--- config.mk ---
export PLATFORM = sky130hd
export DESIGN_NAME = swid_master
export DESIGN_NICKNAME = d
export VERILOG_FILES = /design/src/core/swid_pkg.sv /design/src/core/swid_crc8.sv /design/src/core/swid_master.sv
export VERILOG_INCLUDE_DIRS = /design/src /design/src/core
export SDC_FILE = /design/constraint.sdc
export NUM_CORES = 1
export LEC_CHECK = 0
export BUFFER_PORTS_ARGS = -buffer_cell sky130_fd_sc_hd__buf_2
export CORE_MARGIN = 1.5
export CORE_UTILIZATION = 40
export DETAILED_ROUTE_END_ITERATION = 10
export SYNTH_ARGS = -nofsm -noshare
export SYNTH_HDL_FRONTEND = slang
export SYNTH_SLANG_ARGS = --single-unit
--- constraint.sdc ---
create_clock -name mclk_i -period 4.33 [get_ports mclk_i]
set_input_delay 0.433 -clock mclk_i [delete_from_list [all_inputs] [get_ports mclk_i]]
set_output_delay 0.433 -clock mclk_i [all_outputs]
set_load 0.01 [all_outputs]
--- src/core/swid_params.svh ---
// Named constants for the single-wire serial-id bus master.
// Assumes a 100 MHz system clock; times are in microseconds.
`ifndef SWID_PARAMS_SVH
`define SWID_PARAMS_SVH

// ********************************************************************
// Clock and bus timing
// ********************************************************************
`define SWID_CLK_MHZ      100   // System clock rate in MHz
`define SWID_T_RSTL_US    480   // Reset low pulse, least
`define SWID_T_RSTH_US    480   // Released time after reset, least
`define SWID_T_PDS_US     70    // Presence sample point after release
`define SWID_T_SLOT_US    70    // Time slot length
`define SWID_T_REC_US     5     // Recovery between slots
`define SWID_T_LOW1_US    6     // Write-one / early low time
`define SWID_T_LOW0_US    65    // Write-zero low time
`define SWID_T_RLOW_US    2     // Read slot start pulse
`define SWID_T_RSAMP_US   13    // Read sample point
`define SWID_T_RDV_US     15    // Read data valid window
`define SWID_T_LOWMAX_US  960   // Longest low the line may see

// ********************************************************************
// Commands, sizes and check value
// ********************************************************************
`define SWID_CMD_READ_A   8'h33  // Identity read, current code
`define SWID_CMD_READ_B   8'h0F  // Identity read, legacy code
`define SWID_CMD_MATCH    8'h55  // Addressed access, device falls quiet
`define SWID_CMD_SKIP     8'hCC  // Broadcast access, device falls quiet
`define SWID_CRC_POLY     8'h8C  // x^8+x^5+x^4+1, bit-reversed form
`define SWID_CRC_INIT     8'h00  // Check register start value
`define SWID_CMD_LAST     3'h7   // Index of last command bit
`define SWID_ID_LAST      6'h3F  // Index of last identity bit

`endif

--- src/core/swid_pkg.sv ---
// Types shared by the single-wire serial-id bus master.
// Assumes swid_params.svh is compiled alongside.
package swid_pkg;

  // ******************************************************************
  // Bus sequencer states
  // ******************************************************************
  typedef enum logic [2:0] {
    SWID_IDLE,
    SWID_RST_LOW,
    SWID_RST_HIGH,
    SWID_WR_SLOT,
    SWID_RD_SLOT,
    SWID_DONE
  } swid_state_t;

  // ******************************************************************
  // Identity layout, lowest byte first on the wire
  // ******************************************************************
  typedef struct packed {
    logic [7:0]  check;     // Check byte, received last
    logic [11:0] customer;  // Top of serial: assigned customer id
    logic [35:0] serial_lo; // Start value plus per-part increment
    logic [7:0]  family;    // Family byte, received first
  } swid_ident_t;

  // Result of one bus transaction
  typedef struct packed {
    logic        presence;  // A device answered the reset
    logic        crc_ok;    // Identity read and check matched
    swid_ident_t ident;     // Identity as received
  } swid_result_t;

endpackage : swid_pkg

--- src/core/swid_crc8.sv ---
// Bit-serial check-value generator for the identity stream.
// Assumes bits arrive lowest first, one per enable, same clock.
`timescale 1ns/1ns
`include "swid_params.svh"

module swid_crc8 (
  input  wire logic       mclk_i,   // System clock
  input  wire logic       resetn_i, // Asynchronous reset, active low
  input  wire logic       clr_i,    // Restart the check register
  input  wire logic       en_i,     // One received bit is valid
  input  wire logic       bit_i,    // Received bit
  output logic [7:0]      crc_o     // Running remainder
);

  logic [7:0] crc_ff;               // Remainder register
  logic [7:0] nxt_crc;              // Next remainder
  logic       fb;                   // Feedback bit

  // ******************************************************************
  // Reflected shift: after the check byte itself a clean stream
  // leaves a zero remainder, so no separate compare is needed
  // ******************************************************************
  assign fb      = crc_ff[0] ^ bit_i;
  assign nxt_crc = {1'b0, crc_ff[7:1]} ^ ({8{fb}} & `SWID_CRC_POLY);

  // Remainder register
  always_ff @(posedge mclk_i or negedge resetn_i)
  begin
    if (!resetn_i)
      crc_ff <= `SWID_CRC_INIT;
    else if (clr_i)
      crc_ff <= `SWID_CRC_INIT;
    else if (en_i)
      crc_ff <= nxt_crc;
  end

  assign crc_o = crc_ff;

endmodule : swid_crc8

--- src/core/swid_master.sv ---
// Bus master for a single-wire serial-id device on an open-drain line.
// Assumes an external pull-up on the line and a single device for reads.
`timescale 1ns/1ns
`include "swid_params.svh"

// Function
// - Last identity byte is x^8+x^5+x^4+1 check
// - Master checks remainder over received stream
// - Line released 480 us after reset
// - Reset low never beyond 960 us
// - Master samples read before 15 us
// - Write-one/read low 1 to 15 us
// - All bits travel lowest first
module swid_master #(
  parameter int RSTL_CYC  = `SWID_T_RSTL_US  * `SWID_CLK_MHZ,
  parameter int RSTH_CYC  = `SWID_T_RSTH_US  * `SWID_CLK_MHZ,
  parameter int PDS_CYC   = `SWID_T_PDS_US   * `SWID_CLK_MHZ,
  parameter int SLOT_CYC  = `SWID_T_SLOT_US  * `SWID_CLK_MHZ,
  parameter int REC_CYC   = `SWID_T_REC_US   * `SWID_CLK_MHZ,
  parameter int LOW1_CYC  = `SWID_T_LOW1_US  * `SWID_CLK_MHZ,
  parameter int LOW0_CYC  = `SWID_T_LOW0_US  * `SWID_CLK_MHZ,
  parameter int RLOW_CYC  = `SWID_T_RLOW_US  * `SWID_CLK_MHZ,
  parameter int RSAMP_CYC = `SWID_T_RSAMP_US * `SWID_CLK_MHZ
) (
  input  wire logic                  mclk_i,    // System clock
  input  wire logic                  resetn_i,  // Async reset, active low
  input  wire logic                  start_i,   // Begin a transaction
  input  wire logic [7:0]            cmd_i,     // Command byte to send
  input  wire logic                  dq_i,      // Line level from pin
  output logic                       dq_o,      // Line drive value
  output logic                       dq_oe_o,   // Pull line low when high
  output logic                       busy_o,    // Transaction running
  output logic                       done_o,    // One-cycle end pulse
  output swid_pkg::swid_result_t     result_o   // Last transaction result
);

  // ******************************************************************
  // Widths and derived limits
  // ******************************************************************
  localparam int CW      = 17;  // Covers the longest count at 100 MHz
  localparam int RDV_CYC = `SWID_T_RDV_US * `SWID_CLK_MHZ;
  localparam int LMX_CYC = `SWID_T_LOWMAX_US * `SWID_CLK_MHZ;

  // Refuse settings that break slot ordering or overflow the counter
  if (!(LOW1_CYC >= 1 && LOW1_CYC < RSAMP_CYC && RLOW_CYC < RSAMP_CYC &&
        RSAMP_CYC < RDV_CYC && LOW0_CYC < SLOT_CYC && REC_CYC >= 1 &&
        PDS_CYC < RSTH_CYC && RSTL_CYC < LMX_CYC &&
        RSTH_CYC < (1 << CW) && SLOT_CYC + REC_CYC < (1 << CW)))
  begin : g_bad_timing
    $error("swid_master: timing parameters out of order or too large");
  end

  localparam logic [CW-1:0] RSTL_L  = CW'(RSTL_CYC - 1);
  localparam logic [CW-1:0] RSTH_L  = CW'(RSTH_CYC - 1);
  localparam logic [CW-1:0] PDS_C   = CW'(PDS_CYC);
  localparam logic [CW-1:0] SLOT_L  = CW'(SLOT_CYC + REC_CYC - 1);
  localparam logic [CW-1:0] SLOT_C  = CW'(SLOT_CYC);
  localparam logic [CW-1:0] LOW1_C  = CW'(LOW1_CYC);
  localparam logic [CW-1:0] LOW0_C  = CW'(LOW0_CYC);
  localparam logic [CW-1:0] RLOW_C  = CW'(RLOW_CYC);
  localparam logic [CW-1:0] RSAMP_C = CW'(RSAMP_CYC);
  localparam logic [CW-1:0] RDV_C   = CW'(RDV_CYC);
  localparam logic [CW-1:0] LMX_C   = CW'(LMX_CYC);

  // ******************************************************************
  // Registers and named wires
  // ******************************************************************
  swid_pkg::swid_state_t  state_ff;     // Sequencer state
  swid_pkg::swid_state_t  nxt_state;    // Next state
  logic [CW-1:0]          cnt_ff;       // Cycles into current phase
  logic [CW-1:0]          nxt_cnt;      // Next count
  logic [5:0]             bit_ff;       // Bit index in current phase
  logic [5:0]             nxt_bit;      // Next bit index
  logic [7:0]             cmd_ff;       // Latched command
  logic [63:0]            shift_ff;     // Identity shift register
  logic                   pres_ff;      // Presence seen
  logic                   oe_ff;        // Registered line drive
  logic                   done_ff;      // End pulse register
  swid_pkg::swid_result_t res_ff;       // Result register
  logic [1:0]             sync_ff;      // Pin synchroniser
  logic [7:0]             crc_rem;      // Running check remainder
  logic                   dq_s;         // Synchronised line level
  logic                   cur_bit;      // Command bit in this slot
  logic                   slot_end;     // Last cycle of a slot
  logic                   last_wr;      // Final command slot
  logic                   last_rd;      // Final identity slot
  logic                   is_read;      // Command asks for identity
  logic                   samp;         // Read sample strobe
  logic                   pds;          // Presence sample strobe
  logic                   nxt_oe;       // Next line drive
  logic                   in_slot;      // In a write or read slot

  // ******************************************************************
  // Decode
  // ******************************************************************
  assign dq_s     = sync_ff[1];
  assign cur_bit  = cmd_ff[bit_ff[2:0]];
  assign in_slot  = (state_ff == swid_pkg::SWID_WR_SLOT) ||
                    (state_ff == swid_pkg::SWID_RD_SLOT);
  assign slot_end = in_slot && (cnt_ff == SLOT_L);
  assign last_wr  = bit_ff[2:0] == `SWID_CMD_LAST;
  assign last_rd  = bit_ff == `SWID_ID_LAST;
  assign is_read  = (cmd_ff == `SWID_CMD_READ_A) ||
                    (cmd_ff == `SWID_CMD_READ_B);
  // Late sample keeps pull-up recovery time, still inside valid window
  assign samp     = (state_ff == swid_pkg::SWID_RD_SLOT) &&
                    (cnt_ff == RSAMP_C);
  // Device low always covers this point if it keeps its windows
  assign pds      = (state_ff == swid_pkg::SWID_RST_HIGH) &&
                    (cnt_ff == PDS_C);

  // Line drive per phase; short write-one low lets the device see a
  // high at its own sample point, long write-zero low covers it
  always_comb
  begin
    case (state_ff)
      swid_pkg::SWID_RST_LOW: nxt_oe = 1'b1;
      swid_pkg::SWID_WR_SLOT: nxt_oe = cur_bit ? (cnt_ff < LOW1_C)
                                               : (cnt_ff < LOW0_C);
      swid_pkg::SWID_RD_SLOT: nxt_oe = cnt_ff < RLOW_C;
      default:                nxt_oe = 1'b0;
    endcase
  end

  // ******************************************************************
  // Sequencer
  // ******************************************************************
  always_comb
  begin
    nxt_state = state_ff;
    case (state_ff)
      swid_pkg::SWID_IDLE:
        if (start_i)
          nxt_state = swid_pkg::SWID_RST_LOW;
      swid_pkg::SWID_RST_LOW:
        if (cnt_ff == RSTL_L)
          nxt_state = swid_pkg::SWID_RST_HIGH;
      swid_pkg::SWID_RST_HIGH:
        // Full release time before any slot, present or not
        if (cnt_ff == RSTH_L)
          nxt_state = pres_ff ? swid_pkg::SWID_WR_SLOT
                              : swid_pkg::SWID_DONE;
      swid_pkg::SWID_WR_SLOT:
        // Match, skip and unknown codes end after the command byte
        if (slot_end && last_wr)
          nxt_state = is_read ? swid_pkg::SWID_RD_SLOT
                              : swid_pkg::SWID_DONE;
      swid_pkg::SWID_RD_SLOT:
        if (slot_end && last_rd)
          nxt_state = swid_pkg::SWID_DONE;
      swid_pkg::SWID_DONE:
        nxt_state = swid_pkg::SWID_IDLE;
      default:
        nxt_state = swid_pkg::SWID_IDLE;
    endcase
  end

  // Counter restarts on every phase change and every slot
  assign nxt_cnt = ((nxt_state != state_ff) || slot_end) ? '0
                                                        : cnt_ff + 1'b1;
  assign nxt_bit = (nxt_state != state_ff) ? '0
                 : slot_end                ? bit_ff + 1'b1
                                           : bit_ff;

  // Synchroniser: only the second stage is read by logic
  always_ff @(posedge mclk_i or negedge resetn_i)
  begin
    if (!resetn_i)
      sync_ff <= 2'h3;
    else
      sync_ff <= {sync_ff[0], dq_i};
  end

  // State, counters and line drive
  always_ff @(posedge mclk_i or negedge resetn_i)
  begin
    if (!resetn_i)
    begin
      state_ff <= swid_pkg::SWID_IDLE;
      cnt_ff   <= '0;
      bit_ff   <= '0;
      oe_ff    <= 1'b0;
      done_ff  <= 1'b0;
    end
    else
    begin
      state_ff <= nxt_state;
      cnt_ff   <= nxt_cnt;
      bit_ff   <= nxt_bit;
      oe_ff    <= nxt_oe;
      done_ff  <= state_ff == swid_pkg::SWID_DONE;
    end
  end

  // Command latch, presence flag and identity shifter
  always_ff @(posedge mclk_i or negedge resetn_i)
  begin
    if (!resetn_i)
    begin
      cmd_ff   <= '0;
      pres_ff  <= 1'b0;
      shift_ff <= '0;
    end
    else if (state_ff == swid_pkg::SWID_IDLE && start_i)
    begin
      cmd_ff   <= cmd_i;
      pres_ff  <= 1'b0;
      shift_ff <= '0;
    end
    else
    begin
      if (pds)
        pres_ff <= ~dq_s;
      if (samp)
        shift_ff <= {dq_s, shift_ff[63:1]};
    end
  end

  // Result is captured once, as the transaction ends
  always_ff @(posedge mclk_i or negedge resetn_i)
  begin
    if (!resetn_i)
      res_ff <= '0;
    else if (state_ff == swid_pkg::SWID_DONE)
    begin
      res_ff.presence <= pres_ff;
      res_ff.crc_ok   <= pres_ff && is_read && (crc_rem == 8'h00);
      res_ff.ident    <= shift_ff;
    end
  end

  // Check generator runs over all 64 received bits
  swid_crc8 u_crc (
    .mclk_i   (mclk_i),
    .resetn_i (resetn_i),
    .clr_i    (state_ff == swid_pkg::SWID_IDLE),
    .en_i     (samp),
    .bit_i    (dq_s),
    .crc_o    (crc_rem)
  );

  // ******************************************************************
  // Outputs
  // ******************************************************************
  assign dq_o     = 1'b0;   // Open drain: only ever pulls low
  assign dq_oe_o  = oe_ff;  // Registered so the pin never glitches
  assign busy_o   = state_ff != swid_pkg::SWID_IDLE;
  assign done_o   = done_ff;
  assign result_o = res_ff;

  // ******************************************************************
  // Checks
  // ******************************************************************
  logic [CW-1:0] low_run_ff;  // Consecutive cycles with line driven
  always_ff @(posedge mclk_i or negedge resetn_i)
  begin
    if (!resetn_i)
      low_run_ff <= '0;
    else
      low_run_ff <= oe_ff ? low_run_ff + 1'b1 : '0;
  end
endmodule : swid_master

==> summary.md <==
| Metric | Value |
|---|---|
| FFs w/ async S/R, synth | `1.000` |
| Pwr dens | `372.7 nW/um^2` |
| Worst Hold Class | `input pin to flop` |
| Clock Tree Root | `clkbuf_16` |
| Clock H-tree levels | `4` |
| Status | `finished clean` |
| Routed Antenna Nets | `0` |
| Clock buffer count from CTS | `17` |
| Synthesis Warnings | `0` |
| Largest family of logic cells by synthesized area | `simple AND/OR/NAND/NOR gates` |
| Clk sinks | `177` |
| Post-synth top area cell | `dfrtp_1` |
| WHS | `126.6 ps` |
| Vias | `6045` |
| Largest net degree at the start of global routing | `104` |
| Hold Fails Final Rpt | `0` |
| Initial antenna violation count | `0` |
| Longest Clk Path Bufs | `2` |
| CP max-delay cell | `a2111oi_4` |
| Final setup viols | `0` |
| Die Area | `20700 um^2` |
| Critical Path End Type | `flop` |
| Post-synth EDFFs | `0` |
| Sequential-to-total area share from yosys stat | `0.5581` |
| Hold buffers post-CTS | `0` |
| Final Max Slew Viols | `0` |
| # DRC | `0` |
| Cts repair resizes | `0` |
| Hold Path Stages | `1` |
| Global-route wire length before repair | `29390 um` |
| Xor/xnor share of the synthesized area | `0.02427` |
| Post-route clock period utilization | `0.6477` |
| Tightest Pin Transition | `1176 ps` |
| Fin nets | `946` |
| Gr usage total | `0.1798` |
| Bufs and invs on worst path | `1` |
| CP cell instances | `ha_1 > and2_1 > and4_4 > a41o_1 > a2111oi_4 > buf_4 > nand3b_1 > o21ai_1` |
| Clock latency on the worst-skew pair | `430 ps` |
| Clock Skew | `21.28 ps` |
| I/O pin count | `82` |
| Wirelength per Cell | `14.70 um` |
| CP arrival | `3150 ps` |
| Port bufs | `80` |
| Core Area | `19460 um^2` |
| Syn Area/Cell | `9.023 um^2` |
| Commonest non-fill, non-tap cell in the layout | `nand2_1` |
| RR Startpoint | `cnt_ff[0]` |
| Syn Nets | `896` |
| GPL Wtd Cong | `0.8458` |
| Fmax | `0.3565 GHz` |
| Finished Core Util | `0.4687` |
| Worst path required time | `4670 ps` |
| Clock transition at path regs | `70 ps` |
| Crit path launch type | `flop` |
| Complex-gate fraction of the synthesized area | `0.08635` |
| Reg-to-Reg End | `cnt_ff[6]` |
| Share of layout cells above drive strength 1 | `0.1622` |
| Setup TNS | `0 ps` |
| Non-Filler Instances | `1208` |
| Share of the synthesized area in the top cell type | `0.5515` |
| Drt first-iter violations | `408` |
| #FFs+latches synth | `177` |
| Final instance area | `9123 um^2` |
| Synthesis-to-finish area growth | `14.89%` |
| Worst VDD drop | `0.2576 mV` |
| Number of global-route vias before repair | `5737` |
| Ys flop type | `dfrtp_1` |
| Placed Cells | `1176` |
| Netlist cell types | `62` |
| Mapped Area | `7940 um^2` |
| Gr ovfl total | `0` |
| Die Wd | `143.9 um` |
| Die height | `143.9 um` |
| Most frequent cells in the layout | `nand2_1 (363), dfrtp_1 (175), buf_2 (79), a21oi_1 (75), nor2_1 (38)` |
| Hold Startpoint | `dq_i` |
| Initial Util | `0.4080` |
| Share of cell area taken by muxes after synthesis | `0.02222` |
| Min Tclk post-route | `2805 ps` |
| Largest cells by area after synthesis | `dfrtp_1 (55%), nand2_1 (17%), a21oi_1 (4.7%)` |
| RSZ-0062 raised after global routing | `false` |
| Post-synthesis adder-cell area fraction | `0.006303` |
| Setup CP Type | `flop to flop` |
| DRT Pass-1 Iters | `5` |
| Family with the most delay on the worst path | `compound AO/OA/AOI/OAI gates` |
| Max incr delay on CP | `750 ps` |
| Postcts setup bufs | `0` |
| Maxcap violations | `0` |
| Final WL | `17760 um` |
| Crit path max fanout | `17` |
| Slew HR | `0.2160` |
| Leak Pwr | `4.591 nW` |
| R2r worst-path depth | `8` |
| Post-Synth Simple-Gate Area | `0.2625` |
| Mapped Cells | `880` |
| DP HPWL | `10720 um` |
| Row Count | `51` |
| R2r setup slk | `1530 ps` |
| End point of the worst hold path | `sync_ff[0]` |
| CTS tree | `yes` |
| Post-placement cell area | `8473 um^2` |
| Drt via density | `5.004` |
| Ant. Diodes | `0` |
==> state kept, by name (all words and copies together) (netlist names) <==
| register | count |
|---|---|
| dq_oe_o | 1 |
| pres_ff | 1 |
| u_crc.crc_o | 8 |
| result_o | 66 |
| done_o | 1 |
| shift_ff | 64 |
| cmd_ff | 8 |
| cnt_ff | 17 |
| bit_ff | 6 |
| sync_ff | 2 |
| state_ff | 3 |
==> cell families (layout without fill, tap and decap cells) <==
group / after synthesis / after routing
AO/OA/AOI/OAI: 113 / 113
XOR/XNOR: 22 / 22
adder cells (fa/ha/maj): 4 / 4
buffers and inverters: 64 / 127
flip-flops: 177 / 177
multiplexers: 14 / 14
other: 1 / 1
AND/OR/NAND/NOR: 485 / 485
==> metal layers <==
metal  wire length (um)  GRT usage
met1               8615     0.2494
met2               8368     0.2831
met3                627    0.04165
met4                150    0.04672
met5                  0          0
==> area by class of cell <==
cell class | count | area, um^2
multi-input cells | 639 | 3201
clock buffers | 19 | 442.9
flip-flops and latches | 177 | 4432
well taps | 265 | 331.6
clock inverters | 13 | 206.4
repair buffers | 89 | 486.7
fillers | 1888 | 10340
inverters | 6 | 22.52
==> through the flow <==
step                setup WS, ps  power (mW)
floorplan                   2235       1.689
global placement            1639       1.731
detailed placement          1580       1.731
CTS                         1547       3.439
global route                1275       3.505
finish                      1525       3.400
==> cell usage after synthesis, types with 6 or more instances <==
| master | number |
|---|---|
| buf_6 | 6 |
| xnor2_1 | 8 |
| dfrtp_1 | 175 |
| buf_2 | 18 |
| a21oi_1 | 75 |
| clkbuf_1 | 27 |
| nand4_1 | 6 |
| mux2_2 | 9 |
| nand2_1 | 363 |
| o21ai_1 | 14 |
| nand3_1 | 21 |
| nor2_1 | 38 |
| nand3b_1 | 10 |
| xor2_1 | 14 |
==> worst max-delay path by stage <==
stage,cells after the start,start,endpoint,slack [ps]
2_1_floorplan,8,cnt_ff[0],cnt_ff[12],2240
3_3_place_gp,4,state_ff[1],cmd_ff[6],1640
5_1_grt,8,cnt_ff[0],cnt_ff[4],1270
3_5_place_dp,8,cnt_ff[0],cnt_ff[6],1580
6_report,8,cnt_ff[0],cnt_ff[6],1530
4_1_cts,8,cnt_ff[0],cnt_ff[4],1550
==> power by group <==
group	internal, mW	switching, mW
registers	1.65	0.000731
logic	0.00679	0.0345
clock network	1.04	0.659
total	2.71	0.695
(Power assumes the default switching activity.)
